## config.mk

```make
export PLATFORM = sky130hd
export DESIGN_NAME = sspc_ctrl
export DESIGN_NICKNAME = d
export VERILOG_FILES = /design/src/sspc_pkg.sv /design/src/sspc_ctrl.sv
export SDC_FILE = /design/constraint.sdc
export NUM_CORES = 1
export LEC_CHECK = 0
export BUFFER_PORTS_ARGS = -buffer_cell sky130_fd_sc_hd__buf_2
export CORE_MARGIN = 4
export CORE_UTILIZATION = 55
export DETAILED_ROUTE_END_ITERATION = 10
export PLACE_DENSITY = 0.8
export SLEW_MARGIN = 20
export SYNTH_ARGS = -nofsm -noshare
export SYNTH_HDL_FRONTEND = slang
export SYNTH_SLANG_ARGS = --single-unit
```

## constraint.sdc

```tcl
create_clock -name clk_i -period 2.9 [get_ports clk_i]
set_input_delay 0.29 -clock clk_i [delete_from_list [all_inputs] [get_ports clk_i]]
set_output_delay 0.29 -clock clk_i [all_outputs]
set_load 0.05 [all_outputs]
```

## src/sspc_pkg.sv

```systemverilog
// Package for the sync serial port control bits block.
// Assumes a single system clock domain and an Avalon-MM register slave.
package sspc_pkg;
	// Register indices (printed offsets are not multiples of four)
	localparam logic [11:0] SSPC_IDX_BUF = 12'h018C;
	localparam logic [11:0] SSPC_IDX_CON1 = 12'h0190;
	localparam logic [11:0] SSPC_IDX_CON2 = 12'h0191;
	localparam logic [11:0] SSPC_IDX_CON3 = 12'h0192;
	localparam logic [11:0] SSPC_IDX_IRQ_STAT = 12'h0193;
	localparam logic [11:0] SSPC_IDX_IRQ_EN = 12'h0194;
	localparam logic [11:0] SSPC_IDX_IRQ_CLR = 12'h0195;
	localparam logic [11:0] SSPC_IDX_STAT = 12'h0196;
	// Control register 1 fields
	localparam int SSPC_C1_OV = 6;
	localparam int SSPC_C1_CKP = 4;
	// Control register 2 fields
	localparam int SSPC_C2_ACK_VALUE_TO_SEND = 5;
	localparam int SSPC_C2_ACKEN = 4;
	localparam int SSPC_C2_PEN = 2;
	localparam int SSPC_C2_REPEAT_START_REQUEST = 1;
	localparam int SSPC_C2_SEN = 0;
	// Control register 3 fields
	localparam int SSPC_C3_ACK_TIME_STATUS = 7;
	localparam int SSPC_C3_PCIE = 6;
	localparam int SSPC_C3_START_IRQ_ENABLE = 5;
	localparam int SSPC_C3_BUFFER_OVERWRITE_ENABLE = 4;
	localparam int SSPC_C3_DATA_HOLD_TIME_SELECT = 3;
	localparam int SSPC_C3_CLIENT_COLLISION_DETECT_ENABLE = 2;
	localparam int SSPC_C3_ADDRESS_HOLD_ENABLE = 1;
	localparam int SSPC_C3_DATA_HOLD_ENABLE = 0;
	// Interrupt status bits
	localparam int SSPC_IRQ_START = 0;
	localparam int SSPC_IRQ_STOP = 1;
	localparam int SSPC_IRQ_BYTE = 2;
	localparam int SSPC_IRQ_COLL = 3;
	// Reset values
	localparam logic [7:0] SSPC_RST_CON1 = 8'h10;
	localparam logic [7:0] SSPC_RST_CON2 = 8'h00;
	localparam logic [7:0] SSPC_RST_CON3 = 8'h00;
	// Mode select codes
	localparam logic [3:0] SSPC_MODE_I2C_HOST = 4'h8;
	localparam logic [3:0] SSPC_MODE_I2C_FW = 4'hB;
	localparam logic [3:0] SSPC_MODE_C10_SS = 4'hF;
	localparam logic [3:0] SSPC_MODE_C10 = 4'h7;
	// Timing
	localparam int SSPC_CLK_MHZ = 50;
	localparam int SSPC_HOLD_LONG_NS = 300;
	localparam int SSPC_HOLD_SHORT_NS = 100;
	localparam int SSPC_HOLD_LONG_CYC = (SSPC_HOLD_LONG_NS * SSPC_CLK_MHZ + 999) / 1000;
	localparam int SSPC_HOLD_SHORT_CYC = (SSPC_HOLD_SHORT_NS * SSPC_CLK_MHZ + 999) / 1000;
	localparam int SSPC_HALF_BIT_CYC = 125;
	localparam int SSPC_BITS_PER_BYTE = 8;
	typedef enum logic [2:0] {
		SSPC_ST_IDLE,
		SSPC_ST_START_A,
		SSPC_ST_START_B,
		SSPC_ST_RSTART_A,
		SSPC_ST_ACK_A,
		SSPC_ST_ACK_B,
		SSPC_ST_STOP_A,
		SSPC_ST_STOP_B
	} sspc_seq_type;
endpackage

```

## src/sspc_ctrl.sv

```systemverilog
// Control and status bits of the sync serial port, with a small host
// sequencer for Start/Repeated Start/Ack/Stop and the client-side byte flow.
// Assumes pins are open drain, sampled asynchronously, and software on Avalon-MM.
//
// The implementer's own choice: the Avalon-MM interface to the registers.
module sspc_ctrl
	import sspc_pkg::*;
#(
	parameter int HALF_BIT_CYC = SSPC_HALF_BIT_CYC
) (
	// Clock and reset
	input wire logic clk_i,
	input wire logic rst_i,
	// Avalon-MM slave
	input wire logic [13:0] avs_address_i,
	input wire logic avs_read_i,
	input wire logic avs_write_i,
	input wire logic [3:0] avs_byteenable_i,
	input wire logic [31:0] avs_writedata_i,
	output logic [31:0] avs_readdata_o,
	output logic avs_waitrequest_o,
	output logic [1:0] avs_response_o,
	// Bus pins
	input wire logic serial_clock_pin_i,
	output logic serial_clock_pin_o,
	output logic serial_clock_pin_oe_o,
	input wire logic serial_data_pin_i,
	output logic serial_data_pin_o,
	output logic serial_data_pin_oe_o,
	// Interrupt
	output logic irq_o
);
	import sspc_pkg::*;

	typedef struct packed {
		logic [1:0] scl_sync;
		logic [1:0] sda_sync;
		logic scl_q;
		logic sda_q;
		logic [7:0] con1;
		logic [7:0] con2;
		logic [7:0] con3;
		logic [7:0] buffer;
		logic buf_full;
		logic [7:0] shift;
		logic [3:0] bit_cnt;
		logic addr_phase;
		logic in_frame;
		logic [3:0] irq_stat;
		logic [3:0] irq_en;
		sspc_seq_type seq;
		logic [7:0] tmr;
		logic scl_drv_low;
		logic sda_drv_low;
		logic [4:0] hold_cnt;
		logic sda_pend;
		logic sda_want_low;
		logic ack_pending;
		logic ack_drive;
		logic [31:0] rdata;
		logic ack_done;
	} sspc_state_type;

	sspc_state_type st_ff;
	sspc_state_type nxt_st;

	function automatic logic is_spi(input logic [3:0] m);
		is_spi = (m <= 4'h5) || (m == 4'hA);
	endfunction

	function automatic logic is_host(input logic [3:0] m);
		is_host = (m == SSPC_MODE_I2C_HOST) || (m == SSPC_MODE_I2C_FW);
	endfunction

	logic [3:0] mode;
	logic spi_mode;
	logic host_mode;
	logic client_mode;
	logic scl_rise;
	logic scl_fall;
	logic start_det;
	logic stop_det;
	logic sel;
	logic [11:0] idx;
	logic wr_lo;
	logic busy;
	logic byte_done;
	logic [7:0] rx_byte;
	logic [4:0] hold_len;

	assign mode = st_ff.con1[3:0];
	assign spi_mode = is_spi(mode);
	assign host_mode = is_host(mode);
	assign client_mode = !spi_mode && !host_mode;
	// Edges use only the second sync stage and its delayed copy
	assign scl_rise = st_ff.scl_sync[1] && !st_ff.scl_q;
	assign scl_fall = !st_ff.scl_sync[1] && st_ff.scl_q;
	assign start_det = st_ff.scl_sync[1] && st_ff.sda_q && !st_ff.sda_sync[1];
	assign stop_det = st_ff.scl_sync[1] && !st_ff.sda_q && st_ff.sda_sync[1];
	assign sel = avs_read_i || avs_write_i;
	assign idx = avs_address_i[13:2];
	assign wr_lo = avs_write_i && avs_byteenable_i[0];
	assign busy = st_ff.seq != SSPC_ST_IDLE;
	assign byte_done = scl_rise && (st_ff.bit_cnt == 4'd7);
	assign rx_byte = {st_ff.shift[6:0], st_ff.sda_sync[1]};
	assign hold_len = st_ff.con3[SSPC_C3_DATA_HOLD_TIME_SELECT] ? 5'(SSPC_HOLD_LONG_CYC) : 5'(SSPC_HOLD_SHORT_CYC);

	always_comb begin
		nxt_st = st_ff;
		nxt_st.scl_sync = {st_ff.scl_sync[0], serial_clock_pin_i};
		nxt_st.sda_sync = {st_ff.sda_sync[0], serial_data_pin_i};
		nxt_st.scl_q = st_ff.scl_sync[1];
		nxt_st.sda_q = st_ff.sda_sync[1];
		nxt_st.ack_done = 1'b0;

		// Bus condition events
		if (start_det) begin
			nxt_st.in_frame = 1'b1;
			nxt_st.addr_phase = 1'b1;
			nxt_st.bit_cnt = 4'd0;
			if (!spi_mode && mode != SSPC_MODE_C10_SS && mode != SSPC_MODE_C10 && st_ff.con3[SSPC_C3_START_IRQ_ENABLE]) begin
				nxt_st.irq_stat[SSPC_IRQ_START] = 1'b1;
			end
		end
		if (stop_det) begin
			nxt_st.in_frame = 1'b0;
			if (!spi_mode && mode != SSPC_MODE_C10_SS && mode != SSPC_MODE_C10 && st_ff.con3[SSPC_C3_PCIE]) begin
				nxt_st.irq_stat[SSPC_IRQ_STOP] = 1'b1;
			end
		end

		// Byte shifter on clock rising edges, ninth clock is the ack slot
		if (st_ff.in_frame && scl_rise && !start_det) begin
			if (st_ff.bit_cnt == 4'(SSPC_BITS_PER_BYTE)) begin
				nxt_st.bit_cnt = 4'd0;
				nxt_st.addr_phase = 1'b0;
				nxt_st.con3[SSPC_C3_ACK_TIME_STATUS] = 1'b0;
			end else begin
				nxt_st.shift = rx_byte;
				nxt_st.bit_cnt = st_ff.bit_cnt + 4'd1;
			end
		end
		if (st_ff.in_frame && byte_done && !host_mode) begin
			nxt_st.irq_stat[SSPC_IRQ_BYTE] = 1'b1;
			if (st_ff.buf_full) begin
				nxt_st.con1[SSPC_C1_OV] = 1'b1;
			end
			if (spi_mode) begin
				if (st_ff.con3[SSPC_C3_BUFFER_OVERWRITE_ENABLE] || !st_ff.buf_full) begin
					nxt_st.buffer = rx_byte;
					nxt_st.buf_full = 1'b1;
				end
			end else if (st_ff.con3[SSPC_C3_BUFFER_OVERWRITE_ENABLE] || !st_ff.con1[SSPC_C1_OV]) begin
				nxt_st.buffer = rx_byte;
				nxt_st.buf_full = 1'b1;
			end
		end
		// Eighth falling edge: ack slot opens
		if (st_ff.in_frame && scl_fall && st_ff.bit_cnt == 4'(SSPC_BITS_PER_BYTE) && client_mode) begin
			if (st_ff.con3[SSPC_C3_ADDRESS_HOLD_ENABLE] || st_ff.con3[SSPC_C3_DATA_HOLD_ENABLE]) begin
				nxt_st.con3[SSPC_C3_ACK_TIME_STATUS] = 1'b1;
			end
			if (st_ff.addr_phase && st_ff.con3[SSPC_C3_ADDRESS_HOLD_ENABLE]) begin
				nxt_st.con1[SSPC_C1_CKP] = 1'b0;
			end
			if (!st_ff.addr_phase && st_ff.con3[SSPC_C3_DATA_HOLD_ENABLE]) begin
				nxt_st.con1[SSPC_C1_CKP] = 1'b0;
			end
		end
		if (!client_mode) begin
			nxt_st.con3[SSPC_C3_ACK_TIME_STATUS] = 1'b0;
		end
		// Client collision: released data line read back low
		if (client_mode && st_ff.con3[SSPC_C3_CLIENT_COLLISION_DETECT_ENABLE] && scl_rise && !st_ff.sda_drv_low && st_ff.ack_drive
			&& !st_ff.sda_sync[1]) begin
			nxt_st.irq_stat[SSPC_IRQ_COLL] = 1'b1;
		end

		// Host sequencer
		if (st_ff.tmr != 8'd0) begin
			nxt_st.tmr = st_ff.tmr - 8'd1;
		end else begin
			case (st_ff.seq)
				SSPC_ST_IDLE: begin
				end
				SSPC_ST_START_A: begin
					nxt_st.sda_want_low = 1'b1;
					nxt_st.seq = SSPC_ST_START_B;
					nxt_st.tmr = 8'(HALF_BIT_CYC);
				end
				SSPC_ST_START_B: begin
					nxt_st.scl_drv_low = 1'b1;
					nxt_st.con2[SSPC_C2_SEN] = 1'b0;
					nxt_st.con2[SSPC_C2_REPEAT_START_REQUEST] = 1'b0;
					nxt_st.seq = SSPC_ST_IDLE;
				end
				SSPC_ST_RSTART_A: begin
					nxt_st.scl_drv_low = 1'b0;
					nxt_st.seq = SSPC_ST_START_A;
					nxt_st.tmr = 8'(HALF_BIT_CYC);
				end
				SSPC_ST_ACK_A: begin
					nxt_st.scl_drv_low = 1'b0;
					nxt_st.seq = SSPC_ST_ACK_B;
					nxt_st.tmr = 8'(HALF_BIT_CYC);
				end
				SSPC_ST_ACK_B: begin
					nxt_st.scl_drv_low = 1'b1;
					nxt_st.con2[SSPC_C2_ACKEN] = 1'b0;
					nxt_st.seq = SSPC_ST_IDLE;
				end
				SSPC_ST_STOP_A: begin
					nxt_st.scl_drv_low = 1'b0;
					nxt_st.seq = SSPC_ST_STOP_B;
					nxt_st.tmr = 8'(HALF_BIT_CYC);
				end
				SSPC_ST_STOP_B: begin
					nxt_st.sda_want_low = 1'b0;
					nxt_st.con2[SSPC_C2_PEN] = 1'b0;
					nxt_st.seq = SSPC_ST_IDLE;
				end
				default: nxt_st.seq = SSPC_ST_IDLE;
			endcase
		end

		// Data line change waits out the hold time after each clock fall
		if (scl_fall) begin
			nxt_st.hold_cnt = hold_len;
		end else if (st_ff.hold_cnt != 5'd0) begin
			nxt_st.hold_cnt = st_ff.hold_cnt - 5'd1;
		end
		if (!spi_mode && (st_ff.hold_cnt == 5'd0) && !scl_fall) begin
			nxt_st.sda_drv_low = st_ff.sda_want_low;
		end
		if (client_mode) begin
			nxt_st.ack_drive = st_ff.in_frame && st_ff.bit_cnt == 4'(SSPC_BITS_PER_BYTE);
			nxt_st.sda_want_low = st_ff.in_frame && st_ff.bit_cnt == 4'(SSPC_BITS_PER_BYTE);
		end

		// Register writes; waitrequest is low only on the second cycle so each access is one-shot
		if (wr_lo && !avs_waitrequest_o) begin
			case (idx)
				SSPC_IDX_BUF: begin
					// A byte landing in the same cycle keeps the buffer marked full
					if (!busy && !byte_done) begin
						nxt_st.buf_full = 1'b0;
					end
				end
				SSPC_IDX_CON1: begin
					nxt_st.con1 = avs_writedata_i[7:0];
					// Overflow raised in this very cycle wins over the software write
					if (st_ff.in_frame && byte_done && !host_mode && st_ff.buf_full) begin
						nxt_st.con1[SSPC_C1_OV] = 1'b1;
					end
				end
				SSPC_IDX_CON2: begin
					nxt_st.con2[7:5] = avs_writedata_i[7:5];
					nxt_st.con2[3] = avs_writedata_i[3];
					if (host_mode && !busy) begin
						if (avs_writedata_i[SSPC_C2_SEN]) begin
							nxt_st.con2[SSPC_C2_SEN] = 1'b1;
							nxt_st.seq = SSPC_ST_START_A;
							nxt_st.tmr = 8'(HALF_BIT_CYC);
						end else if (avs_writedata_i[SSPC_C2_REPEAT_START_REQUEST]) begin
							nxt_st.con2[SSPC_C2_REPEAT_START_REQUEST] = 1'b1;
							nxt_st.sda_want_low = 1'b0;
							nxt_st.seq = SSPC_ST_RSTART_A;
							nxt_st.tmr = 8'(HALF_BIT_CYC);
						end else if (avs_writedata_i[SSPC_C2_PEN]) begin
							nxt_st.con2[SSPC_C2_PEN] = 1'b1;
							nxt_st.sda_want_low = 1'b1;
							nxt_st.seq = SSPC_ST_STOP_A;
							nxt_st.tmr = 8'(HALF_BIT_CYC);
						end else if (avs_writedata_i[SSPC_C2_ACKEN]) begin
							nxt_st.con2[SSPC_C2_ACKEN] = 1'b1;
							nxt_st.sda_want_low = !avs_writedata_i[SSPC_C2_ACK_VALUE_TO_SEND];
							nxt_st.seq = SSPC_ST_ACK_A;
							nxt_st.tmr = 8'(HALF_BIT_CYC);
						end
					end
				end
				SSPC_IDX_CON3: nxt_st.con3[6:0] = avs_writedata_i[6:0];
				SSPC_IDX_IRQ_EN: nxt_st.irq_en = avs_writedata_i[3:0];
				SSPC_IDX_IRQ_CLR: begin
					// New events this cycle win over the clear
					nxt_st.irq_stat = (st_ff.irq_stat & ~avs_writedata_i[3:0]) | (nxt_st.irq_stat & ~st_ff.irq_stat);
				end
				default: begin
				end
			endcase
		end
		// Reading the buffer empties it
		if (avs_read_i && !avs_waitrequest_o && idx == SSPC_IDX_BUF && !byte_done) begin
			nxt_st.buf_full = 1'b0;
		end

		// Read data is captured once per access so it stands while the bus is idle
		if (sel && !st_ff.ack_pending) begin
			case (idx)
				SSPC_IDX_BUF: nxt_st.rdata = {24'h00_0000, st_ff.buffer};
				SSPC_IDX_CON1: nxt_st.rdata = {24'h00_0000, st_ff.con1};
				SSPC_IDX_CON2: nxt_st.rdata = {24'h00_0000, st_ff.con2};
				SSPC_IDX_CON3: nxt_st.rdata = {24'h00_0000, st_ff.con3};
				SSPC_IDX_IRQ_STAT: nxt_st.rdata = {28'h000_0000, st_ff.irq_stat};
				SSPC_IDX_IRQ_EN: nxt_st.rdata = {28'h000_0000, st_ff.irq_en};
				SSPC_IDX_STAT: nxt_st.rdata = {29'h0000_0000, busy, st_ff.in_frame, st_ff.buf_full};
				default: nxt_st.rdata = 32'h0000_0000;
			endcase
		end
		nxt_st.ack_pending = sel && !st_ff.ack_pending;
	end

	always_ff @(posedge clk_i or posedge rst_i) begin
		if (rst_i) begin
			st_ff <= '0;
			st_ff.scl_sync <= 2'b11;
			st_ff.sda_sync <= 2'b11;
			st_ff.scl_q <= 1'b1;
			st_ff.sda_q <= 1'b1;
			st_ff.con1 <= SSPC_RST_CON1;
			st_ff.con2 <= SSPC_RST_CON2;
			st_ff.con3 <= SSPC_RST_CON3;
			st_ff.seq <= SSPC_ST_IDLE;
		end else begin
			st_ff <= nxt_st;
		end
	end

	// One wait cycle, then answer with registered read data
	assign avs_waitrequest_o = sel && !st_ff.ack_pending;
	assign avs_readdata_o = st_ff.rdata;
	assign avs_response_o = 2'b00;
	// Open drain: only ever pull low
	assign serial_clock_pin_o = 1'b0;
	assign serial_clock_pin_oe_o = st_ff.scl_drv_low || (client_mode && st_ff.in_frame && !st_ff.con1[SSPC_C1_CKP]);
	assign serial_data_pin_o = 1'b0;
	assign serial_data_pin_oe_o = st_ff.sda_drv_low;
	assign irq_o = |(st_ff.irq_stat & st_ff.irq_en);
endmodule

```

==> impl_summary.md, run 1 <==
Timing
The final-layout worst hold slack is 0.0180 ns. The post-route fraction of the period consumed by the critical path is 79.7%. The highest achievable clock rate is 433 MHz. The post-route worst setup slack is 0.589 ns.

The count of pins over their slew limit was 0. The clock period could shrink to 2.31 ns. The clock skew after layout is 0.0103 ns. The tightest slew margin relative to the limit is 42.8%. Setup violations remaining at the end of the flow were counted as 0. For the final routed database, the setup TNS stands at 0 ns. Setup repair after global routing left no endpoint under its margin.

The transition at the pin with the smallest max-transition slack is 0.846 ns. The number of endpoints with negative hold slack in the final report is 0.

Status
The flow ran to the end, and the final reports show no timing, DRC or antenna violations.

Floorplanning
The die extent in x is 101 µm. The area enclosed by the die boundary is 10200 µm². The overall die height is 101 µm. The number of top-level pins is 96. The core outline area is 8300 µm². After floorplanning, the core was divided into 33 placement rows. For this configuration, the core starts out at a cell density of 57.3%.

Setup path
STA puts the critical path data required time at 3.17 ns. The startpoint type of the worst setup path is a flip-flop. The critical path class is flip-flop to flip-flop. The standard cell with the maximum stage delay on the critical path is nor3_1.

The worst setup path is captured at a flip-flop. The worst register-to-register path has a depth of 4. The largest single stage delay on the critical path is 0.59 ns.

In this run the worst path has a maximum fanout of 10. For the worst setup path, the data arrival time is 2.58 ns. The signal on the critical path passes through nor3_1, nand3_1, a2111o_1, and2_1.

Logic synthesis
The distinct cell type count of the synthesized netlist is 68. After synthesis, the cell types taking the most area are dfrtp_1, mux2_2, buf_4, dfstp_2, nand2_1. The synthesized design devotes to its leading area cell type 43.1% of total area.

The netlist area before placement is 4760 µm². A synthesized cell averages 10.3 µm². After synthesis, the share of flip-flops with an asynchronous set or reset is 100%. By count the netlist is led by dfrtp_1, nand2_1, buf_4, mux2_2, o21ai_0.

The most used flip-flop cell after synthesis is dfrtp_1. Of the synthesized area, sequential elements account for 47.0%. In this run, synthesis inferred 0 flip-flops with an integrated enable.

The register bit count reported by yosys is 89. During synthesis, Yosys emitted a total of 0 warnings. The most common cell in the synthesized netlist is dfrtp_1.

The biggest area contributor in the post-synthesis netlist is dfrtp_1. Counting every instance in the synthesized netlist gives 463.

Power and ir drop
The leakage power is 2.40 nW. VDD sags by at most 0.000274 V. After layout, the design draws a total of 2.70 mW. The power per cell area is 525 nW/µm².

Min path
The min-delay analysis places its worst path in the category primary input to async pin.

Route
The detail route stage leaves a number of antenna-violating nets equal to 0. The number of violations reported at the end of detailed-routing iteration 0 is 327. After detailed routing, the total wire length is 11000 µm. The count of TritonRoute iterations in the first routing pass is 5. For this run, design rule violations remaining after detail routing come to 0. In the final routed layout, each cell accounts on average for 18.1 µm.

The via density per instance is 5.97. The total vias in the final route is 3623.

Layout
The number of fill cells is 699. The total number of nets in the final design is 558. For this run, the share of the core covered by cells in the final layout is 62.0%.

The total inserted antenna cells is 0. The fraction of final layout cells sized beyond drive strength 1 is 23.9%. The synthesis-to-finish area growth is 8.10%.

Clock tree
In this run the deepest clock path goes through 2 buffers. The number of clock sinks seen by CTS is 89. The clock buffer count from CTS is 9. CTS placed an instance of clkbuf_8 at the clock tree root. The insertion delay of the later-clocked pin in the worst-skew pair is 0.37 ns. The clock tree from TritonCTS is built. The clock-pin slew of the registers on the worst-case setup and hold paths is 0.09 ns.

The H-tree depth is 3.

Place
Detailed placement finished with a half-perimeter wire length of 8100 µm. The post-place setup slack is 0.666 ns. Routability-driven placement finished with a final weighted congestion of 0.949. The count of port buffers added during placement is 38.

Global route
The number of antenna violations at the first check in global routing is 0. The first global-routing pass estimated 17900 µm of wire. The number of global-route vias before repair is 3537. The total global routing overflow is 0.

Entering global routing, the biggest net connects 47 pins. In the global route stage, overall resource usage came out at 22.5%.

Flow run
The tool flagged a number of max-cap violations equal to 0.
-- per-layer routing --
| layer | share of wire, % | up-vias | track usage [%] |
|---|---|---|---|
| met3 | 7.9 | 15 | 5.47 |
| met1 | 41 | 1786 | 30.1 |
| li1 | - | 1679 | - |
| met4 | 1.6 | 0 | 8.08 |
| met5 | 0 | - | 0 |
| met2 | 49 | 143 | 35.8 |
-- layout make-up --
type                    instances  area (µm²)  share of cell area [%]
flip-flops and latches         89        2240                    43.5
multi-input cells             331        2230                    43.3
repair buffers                 45         260                    5.06
well taps                     105         131                    2.55
clock buffers                   9         124                    2.41
clock inverters                 7        85.1                    1.65
inverters                      21        80.1                    1.56
-- placed cells by master (no fill, tap or decap), types with 3 or more instances in the layout --
master and count:
a21oi_1 12, or2_2 4, and3_1 4, nor2b_1 5, nand3_1 10, o211ai_1 6, a22oi_1 3, or3_1 3
a32oi_1 4, dfstp_2 7, conb_1 28, inv_1 20, and2_1 6, xnor2_1 3, clkbuf_8 9, nor3_1 9
xor2_1 3, nand4_1 6, dfrtp_1 82, a222oi_1 4, mux2i_1 9, nor2_1 25, o21ai_0 30, buf_2 38
buf_4 4, nand2_1 47, ha_1 5, nor4b_1 5, o31ai_1 5, mux2_2 34, nand2b_1 7, a31oi_1 8
a21o_1 3
-- per-stage QoR --
| step | area (µm²) | instances |
|---|---|---|
| 2_1_floorplan | 4860 | 490 |
| 3_3_place_gp | 4920 | 589 |
| 3_5_place_dp | 4920 | 589 |
| 4_1_cts | 5130 | 606 |
| 5_1_grt | 5140 | 607 |
| 6_report | 5140 | 607 |
-- path summary, 6_finish.rpt --
check,startpoint,to,slack [ns]
max,st_ff[54],st_ff[51],0.59
max in group asynchronous,rst_i,nxt_st[110],2.16
min in group clk_i,avs_writedata_i[7],st_ff[101],0.13
min,rst_i,st_ff[49],0.02
max reg2reg,st_ff[54],st_ff[51],0.59
min reg2reg,nxt_st[115],nxt_st[111],0.36
-- critical path: cells and delay by family (launching register included) --
family	cells	cell delay, ns
AOI/OAI and AO/OA	1	0.59
DFF	1	0.51
and+or+nand+nor	3	1.11
-- report_power, final --
group | switching (mW) | internal, mW
clock | 0.493 | 0.416
sequential | 0.0744 | 1.33
combinational | 0.251 | 0.137
-- flip-flops by register name, indices dropped and copies added (netlist names) --
signal,cells
rx_byte,7
serial_data_pin_oe_o,1
st_ff,65
avs_readdata_o,8
mode,4
nxt_st,4
-- cell families (layout without fill, tap and decap cells) --
kind of cell,Yosys count,after routing,share of synthesized area (%)
other,1,28,0.0788
XOR/XNOR,6,6,1.10
flip-flops,89,89,47.0
AND/OR/NAND/NOR,153,153,18.0
multiplexers,45,45,10.9
AO/OA/AOI/OAI,94,94,13.2
buffers and inverters,70,82,8.46
adder cells (fa/ha/maj),5,5,1.31
-- repair_timing --
item                                   in CTS  in global routing
endpoints found under the hold margin       1                  1
buffers inserted                            0                  0
resized for setup                           0                  0
hold buffers                                1                  1
(Power assumes the default switching activity.)
==> run 2: changes to the inputs <==
--- a/config.mk
+++ b/config.mk
@@ -7,9 +7,9 @@
 export LEC_CHECK = 0
 export BUFFER_PORTS_ARGS = -buffer_cell sky130_fd_sc_hd__buf_2
 export CORE_MARGIN = 4
-export CORE_UTILIZATION = 55
+export CORE_UTILIZATION = 50
 export DETAILED_ROUTE_END_ITERATION = 10
-export PLACE_DENSITY = 0.8
+export PLACE_DENSITY = 0.77
 export SLEW_MARGIN = 20
 export SYNTH_ARGS = -nofsm -noshare
 export SYNTH_HDL_FRONTEND = slang
==> constraint.sdc (replaced) <==
create_clock -name clk_i -period 2 [get_ports clk_i]
set_input_delay 0.2 -clock clk_i [delete_from_list [all_inputs] [get_ports clk_i]]
set_output_delay 0.2 -clock clk_i [all_outputs]
set_load 0.05 [all_outputs]
==> impl_summary.md, run 2 (synthesis results as in run 1) <==
Route
The post-detailed-routing wire length is 11200 µm (was 11000 µm). The via density per instance was 5.65 (was 5.97). The count of nets left with antenna violations after detail routing is 0 (unchanged). The number of remaining DRC errors came to 0 (unchanged).

The number of violations reported at the end of detailed-routing iteration 0 was 246 (was 327). The wire length per cell after detailed routing is 16.9 µm (was 18.1 µm). The count of TritonRoute iterations in the first routing pass is 5 (unchanged).

The total vias in the final route is 3741 (was 3623).

Status
Run status: finished, final reports clean (unchanged).

Floorplanning
The overall die height is 106 µm (was 101 µm). The row count came to 35 (was 33). The core outline area was 9240 µm² (was 8300 µm²).

The number of top-level pins was 96 (unchanged). The effective utilization at floorplan is 51.5% (was 57.3%). The area enclosed by the die boundary is 11100 µm² (was 10200 µm²). The die extent in x was 106 µm (was 101 µm).

Power and ir drop
The leakage power is 2.53 nW (was 2.40 nW). The power per cell area came to 692 nW/µm² (was 525 nW/µm²). The overall power is 3.76 mW (was 2.70 mW).

The worst ir drop on vdd came to 0.000363 V (was 0.000274 V).

Timing
The tightest slew margin relative to the limit is 64.0% (was 42.8%). The time the worst path needs with I/O delays and setup is 1.98 ns (was 2.31 ns). Unrepaired setup endpoints after global routing: true (was false). The number of endpoints with negative hold slack in the final report came to 0 (unchanged).

The clock skew after layout is 0.0208 ns (was 0.0103 ns). The highest achievable clock rate came to 506 MHz (was 433 MHz). The count of pins over their slew limit was 0 (unchanged). The final-layout setup total negative slack came to 0 ns (unchanged).

The setup-violating endpoint count in the final report is 0 (unchanged). The transition at the pin with the smallest max-transition slack was 0.533 ns (was 0.846 ns). The post-route fraction of the period consumed by the critical path came to 98.8% (was 79.7%).

Clock tree
The maximum buffer depth of the clock tree came to 2 (unchanged). The number of clock sinks seen by CTS came to 89 (unchanged). The root buffer cell is clkbuf_8 (unchanged). The H-tree depth is 3 (unchanged). The clock buffer count from CTS is 9 (unchanged). The clock-pin slew of the registers on the worst-case setup and hold paths is 0.10 ns (was 0.09 ns). The clock tree from TritonCTS is built (unchanged). The insertion delay of the later-clocked pin in the worst-skew pair is 0.37 ns (about the same).

Layout
The number of flip-flops in the largest register is 65 (unchanged). Commonest cells after routing, fill and taps aside: dfrtp_1, nand2_1, buf_2, mux2_2, buf_4 (was dfrtp_1, nand2_1, buf_2, mux2_2, o21ai_0). The post-route core utilization is 58.8% (was 62.0%). The synthesis-to-finish area growth is 14.1% (was 8.10%). The fraction of final layout cells sized beyond drive strength 1 is 29.8% (was 23.9%). The register containing the most flip-flops in the final layout is st_ff (unchanged). The total inserted antenna cells is 0 (unchanged).

The number of fill cells is 772 (was 699). The most frequent standard cell in the layout excluding fill and tap cells is dfrtp_1 (unchanged). The total number of nets in the final design is 589 (was 558).

Global route
The number of global-route vias before repair is 3661 (was 3537). The all-layer global routing usage is 21.0% (was 22.5%). The largest net degree at the start of global routing is 49 (was 47). The wire length of the first global-routing pass is 18500 µm (was 17900 µm). The total global routing overflow is 0 (unchanged). The number of antenna violations at the first check in global routing is 0 (unchanged).

Setup path
The endpoint arrival time on the critical path came to 2.24 ns (was 2.58 ns). The slack of the worst reg-to-reg path is 0.02 ns (was 0.59 ns). The endpoint kind of the worst setup timing path is a flip-flop (unchanged). The maximum fanout encountered on the critical timing path is 3 (was 10). The critical path required time is 2.26 ns (was 3.17 ns). The startpoint type of the worst setup path is a flip-flop (unchanged).

The critical path class is flip-flop to flip-flop (unchanged). The reg-to-reg startpoint is st_ff[44] (was st_ff[54]). The endpoint of the most critical register-to-register path is st_ff[95] (was st_ff[51]).

The worst-case reg-to-reg path depth is 6 (was 4).

Min path
The worst hold path class was primary input to flip-flop (was primary input to async pin). The path with the worst hold slack has its endpoint at st_ff[101]. The critical hold path startpoint is avs_writedata_i[7]. The worst hold path passes through 3 cells.

Place
The HPWL reported at the end of detailed placement is 8360 µm (was 8100 µm). The count of port buffers added during placement is 38 (unchanged). The last weighted congestion value of the routability-driven placer is 0.929 (was 0.949).

Flow run
The number of violations of the max-capacitance limit was 0 (unchanged).
run 2: cell types whose count changed in the layout (fill, tap and decap cells not counted), sizes merged:
cell	delta
clkinvlp	+4
buf	+30
inv	-4
clkinv	-1
dlygate4sd3	+1
bufinv	-1
clkbuf	+2
run 2: worst max-delay path by stage:
stage / from / endpoint / cells past startpoint
after floorplan: st_ff[44] / st_ff[94] / 6
after global placement: st_ff[44] / st_ff[95] / 6
after detailed placement: st_ff[44] / st_ff[95] / 6
after CTS: st_ff[44] / st_ff[95] / 6
after global routing: st_ff[44] / st_ff[49] / 8
final: st_ff[44] / st_ff[95] / 6
run 2: metal layers:
| layer | up-vias | track usage (%) | part of all wire, % |
|---|---|---|---|
| met5 | - | 0 | 0 |
| met3 | 30 | 5.02 | 8.9 |
| li1 | 1737 | - | - |
| met2 | 169 | 33.6 | 47 |
| met4 | 0 | 7.40 | 2.4 |
| met1 | 1805 | 27.9 | 42 |
run 2: metrics by stage:
step           instance area, µm²  worst slack, ns  instances  hold WS [ns]
5_1_grt                      5430          -0.0375        662        0.0672
2_1_floorplan                4880          0.00134        490         0.204
4_1_cts                      5400           0.0180        660        0.0509
6_report                     5430           0.0244        662        0.0527
3_5_place_dp                 5150          -0.0996        639         0.259
3_3_place_gp                 5150          -0.0374        639         0.239
run 2: final cells by class:
class                           count  area [µm²]  share of cell area, %
Clock inverter                      5        38.8                  0.714
Multi-Input combinational cell    331        2260                   41.6
Tap cell                          129         161                   2.97
Clock buffer                       11         141                   2.60
Inverter                           21        86.3                   1.59
Timing Repair Buffer               76         505                   9.30
Sequential cell                    89        2240                   41.2
run 2: timing repair:
action                                  CTS  global route
hold buffers                              3             0
endpoints found under the hold margin    21             0
setup buffers                             2             2
pin swaps                                 1             3
gates resized for setup                   6             7
endpoints found under the setup margin    7            14
run 2: where the power goes:
part           total, mW  internal (mW)  switching (mW)
Clock               1.14          0.490           0.655
Combinational      0.588          0.215           0.373
Sequential          2.03           1.93          0.0975
Total               3.76           2.63            1.13
run 2: worst max-delay path, stage by stage (launching register included):
cell     delay, ns
dfrtp_1       0.40
inv_2         0.09
ha_4          0.14
or4b_4        0.46
or2_1         0.24
or3_4         0.38
a22o_1        0.18
==> run 3: changes to the inputs <==
--- a/config.mk
+++ b/config.mk
@@ -10,6 +10,7 @@
 export CORE_UTILIZATION = 50
 export DETAILED_ROUTE_END_ITERATION = 10
 export PLACE_DENSITY = 0.77
+export SETUP_SLACK_MARGIN = 0.3
 export SLEW_MARGIN = 20
 export SYNTH_ARGS = -nofsm -noshare
 export SYNTH_HDL_FRONTEND = slang
==> impl_summary.md, run 3 (synthesis results as in run 1) <==
Global route
The number of antenna violations at the first check in global routing is 0 (unchanged). The number of global-route vias before repair is 3740 (was 3661). The all-layer global routing usage came to 21.5% (was 21.0%). The wire length of the first global-routing pass is 19100 µm (was 18500 µm). The total global routing overflow is 0 (unchanged). The largest net degree at the start of global routing is 90 (was 49).

Route
The count of TritonRoute iterations in the first routing pass came to 7 (was 5). The number of remaining DRC errors is 0 (unchanged). The number of violations reported at the end of detailed-routing iteration 0 is 340 (was 246). The via density per instance was 5.76 (was 5.65). The total vias in the final route came to 3916 (was 3741). The count of nets left with antenna violations after detail routing came to 0 (unchanged).

The post-detailed-routing wire length is 12300 µm (was 11200 µm). The wire length per cell after detailed routing is 18.1 µm (was 16.9 µm).

Clock tree
The insertion delay of the later-clocked pin in the worst-skew pair is 0.37 ns (about the same). The root buffer cell is clkbuf_8 (unchanged). The H-tree depth is 3 (unchanged). The clock-pin slew of the registers on the worst-case setup and hold paths is 0.10 ns (about the same). The maximum buffer depth of the clock tree is 2 (unchanged).

The clock tree from TritonCTS is built (unchanged). The clock buffer count from CTS is 9 (unchanged). The number of clock sinks seen by CTS is 89 (unchanged).

Power and ir drop
The combinational share of power is 15.7% (was 15.6%). The clock share of power was 33.8% (was 30.5%). The leakage power is 2.77 nW (was 2.53 nW). The net load switching power came to 1.26 mW (was 1.13 mW).

The power per cell area is 684 nW/µm² (was 692 nW/µm²). The fraction of power spent switching nets is 30.9% (was 29.9%). The register share of total power came to 50.5% (was 53.9%). The worst ir drop on vdd was 0.000478 V (was 0.000363 V). The overall power came to 4.06 mW (was 3.76 mW). The cell internal power dissipation is 2.81 mW (was 2.63 mW).

Setup path
The endpoint arrival time on the critical path is 2.25 ns (was 2.24 ns). The reg-to-reg startpoint is st_ff[44] (unchanged). The endpoint of the most critical register-to-register path is st_ff[94] (was st_ff[95]). The critical path required time was 2.26 ns (about the same). The worst-case reg-to-reg path depth is 6 (unchanged). The critical path class is flip-flop to flip-flop (unchanged).

The startpoint type of the worst setup path is a flip-flop (unchanged). The endpoint kind of the worst setup timing path is a flip-flop (unchanged). The slack of the worst reg-to-reg path is 0.01 ns (was 0.02 ns).

The maximum fanout encountered on the critical timing path is 3 (unchanged).

Min path
The cell depth of the worst min-delay path is 3 (unchanged). The end point of the worst hold path is st_ff[101] (unchanged). The worst hold path class is primary input to flip-flop (unchanged). The critical hold path startpoint is avs_writedata_i[7] (unchanged).

Place
The total placed cells including tap cells is 631 (was 639). The count of port buffers added during placement is 38 (unchanged). The HPWL reported at the end of detailed placement was 8020 µm (was 8360 µm).

The last weighted congestion value of the routability-driven placer came to 0.914 (was 0.929).

Layout
The total inserted antenna cells is 0 (unchanged). The area occupied by multi-input gates was 2550 µm² (was 2260 µm²). The total number of nets in the final design is 607 (was 589). The fraction of final layout cells sized beyond drive strength 1 came to 38.5% (was 29.8%). The register containing the most flip-flops in the final layout is st_ff (unchanged). The most frequent standard cell in the layout excluding fill and tap cells is dfrtp_1 (unchanged). The number of flip-flops in the largest register was 65 (unchanged). The final cell count without fillers was 680 (was 662). The number of fill cells is 652 (was 772).

Commonest cells after routing, fill and taps aside: dfrtp_1, buf_4, nand2_1, buf_2, conb_1 (was dfrtp_1, nand2_1, buf_2, mux2_2, buf_4). The sequential cell area is 2240 µm² (about the same). The synthesis-to-finish area growth came to 24.9% (was 14.1%).

Timing
The transition at the pin with the smallest max-transition slack is 0.559 ns (was 0.533 ns). The count of pins over their slew limit came to 0 (unchanged). The clock skew after layout is 0.0198 ns (was 0.0208 ns). The post-route fraction of the period consumed by the critical path came to 99.4% (was 98.8%). The tightest slew margin relative to the limit was 62.2% (was 64.0%). The time the worst path needs with I/O delays and setup is 1.99 ns (was 1.98 ns). The number of endpoints with negative hold slack in the final report came to 0 (unchanged). The setup-violating endpoint count in the final report is 0 (unchanged). The highest achievable clock rate is 503 MHz (was 506 MHz). Unrepaired setup endpoints after global routing: true (unchanged).

Floorplanning
The row count came to 35 (unchanged). The number of top-level pins is 96 (unchanged). The effective utilization at floorplan is 51.5% (unchanged). The core outline area is 9240 µm² (unchanged).

The area enclosed by the die boundary was 11100 µm² (unchanged). The overall die height came to 106 µm (unchanged). The die extent in x is 106 µm (unchanged).

Flow run
The number of violations of the max-capacitance limit is 0 (unchanged).

Status
Run status: finished, final reports clean (unchanged).
==> run 3: cell count changes in the layout (fill, tap and decap cells not counted), moves of 4 or more <==
cell / delta
o21ai_0: -5
clkinvlp_4: -4
buf_4: +10
nor4b_1: -4
mux2_2: -17
buf_6: +7
nand2_1: -5
mux2_4: +17
==> run 3: final cells by class <==
type	instances	area share [%]
multi-input combinational	331	43.0
sequential	89	37.7
timing repair buffer	94	11.4
clock buffer	9	2.08
inverter	21	1.45
clock inverter	7	1.64
tap	129	2.72
==> run 3: worst max path at each step <==
| stage | startpoint | to | slack [ns] | cells after the start |
|---|---|---|---|---|
| after floorplan | st_ff[45] | st_ff[94] | 0.07 | 6 |
| after global placement | st_ff[45] | st_ff[94] | 0.05 | 6 |
| after detailed placement | st_ff[44] | st_ff[94] | -0.02 | 6 |
| after CTS | st_ff[44] | st_ff[94] | 0.05 | 6 |
| after global routing | st_ff[44] | st_ff[94] | -0.02 | 6 |
| final | st_ff[44] | st_ff[94] | 0.01 | 6 |
==> run 3: per-layer routing <==
| metal | global-route usage (%) | vias up | share of wire [%] |
|---|---|---|---|
| li1 | - | 1773 | - |
| met1 | 29.1 | 1929 | 42 |
| met2 | 34.7 | 179 | 48 |
| met3 | 4.78 | 35 | 7.0 |
| met4 | 6.48 | 0 | 3.4 |
| met5 | 0 | - | 0 |
==> run 3: through the flow <==
| step | TNS [ns] | instance area [µm²] | utilization (%) | setup WS, ns | hold WS, ns |
|---|---|---|---|---|---|
| final | 0 | 5940 | 64.3 | 0.0121 | 0.0550 |
| after global routing | -0.0462 | 5940 | 64.3 | -0.0205 | 0.0524 |
| after CTS | 0 | 5650 | 61.1 | 0.0489 | 0.0461 |
| after detailed placement | -0.0356 | 5180 | 56.1 | -0.0189 | 0.307 |
| after global placement | 0 | 5180 | 56.1 | 0.0486 | 0.307 |
| after floorplan | 0 | 4970 | - | 0.0733 | 0.204 |
==> run 3: critical path, stage by stage (launching register included) <==
cell	delay (ns)
dfrtp_1	0.41
inv_2	0.08
ha_4	0.12
or4b_4	0.48
or2_1	0.27
or3_4	0.34
a22o_1	0.18
==> run 3: timing repair <==
| action | CTS | global route |
|---|---|---|
| hold buffers | 3 | 0 |
| resized for setup | 23 | 53 |
| endpoints found under the setup margin | 42 | 48 |
| cloned | 0 | 0 |
| pin swaps | 8 | 13 |
| hold endpoints to repair | 84 | 0 |
| setup buffers | 19 | 11 |
==> run 3: power groups by stage <==
stage	Combinational, mW	Clock [mW]	Sequential (mW)
global route	0.705	1.47	2.07
finish	0.637	1.37	2.05
detailed placement	0.577	0	2.07
floorplan	0.507	0	2.03
CTS	0.608	1.38	2.04
global placement	0.549	0	2.06
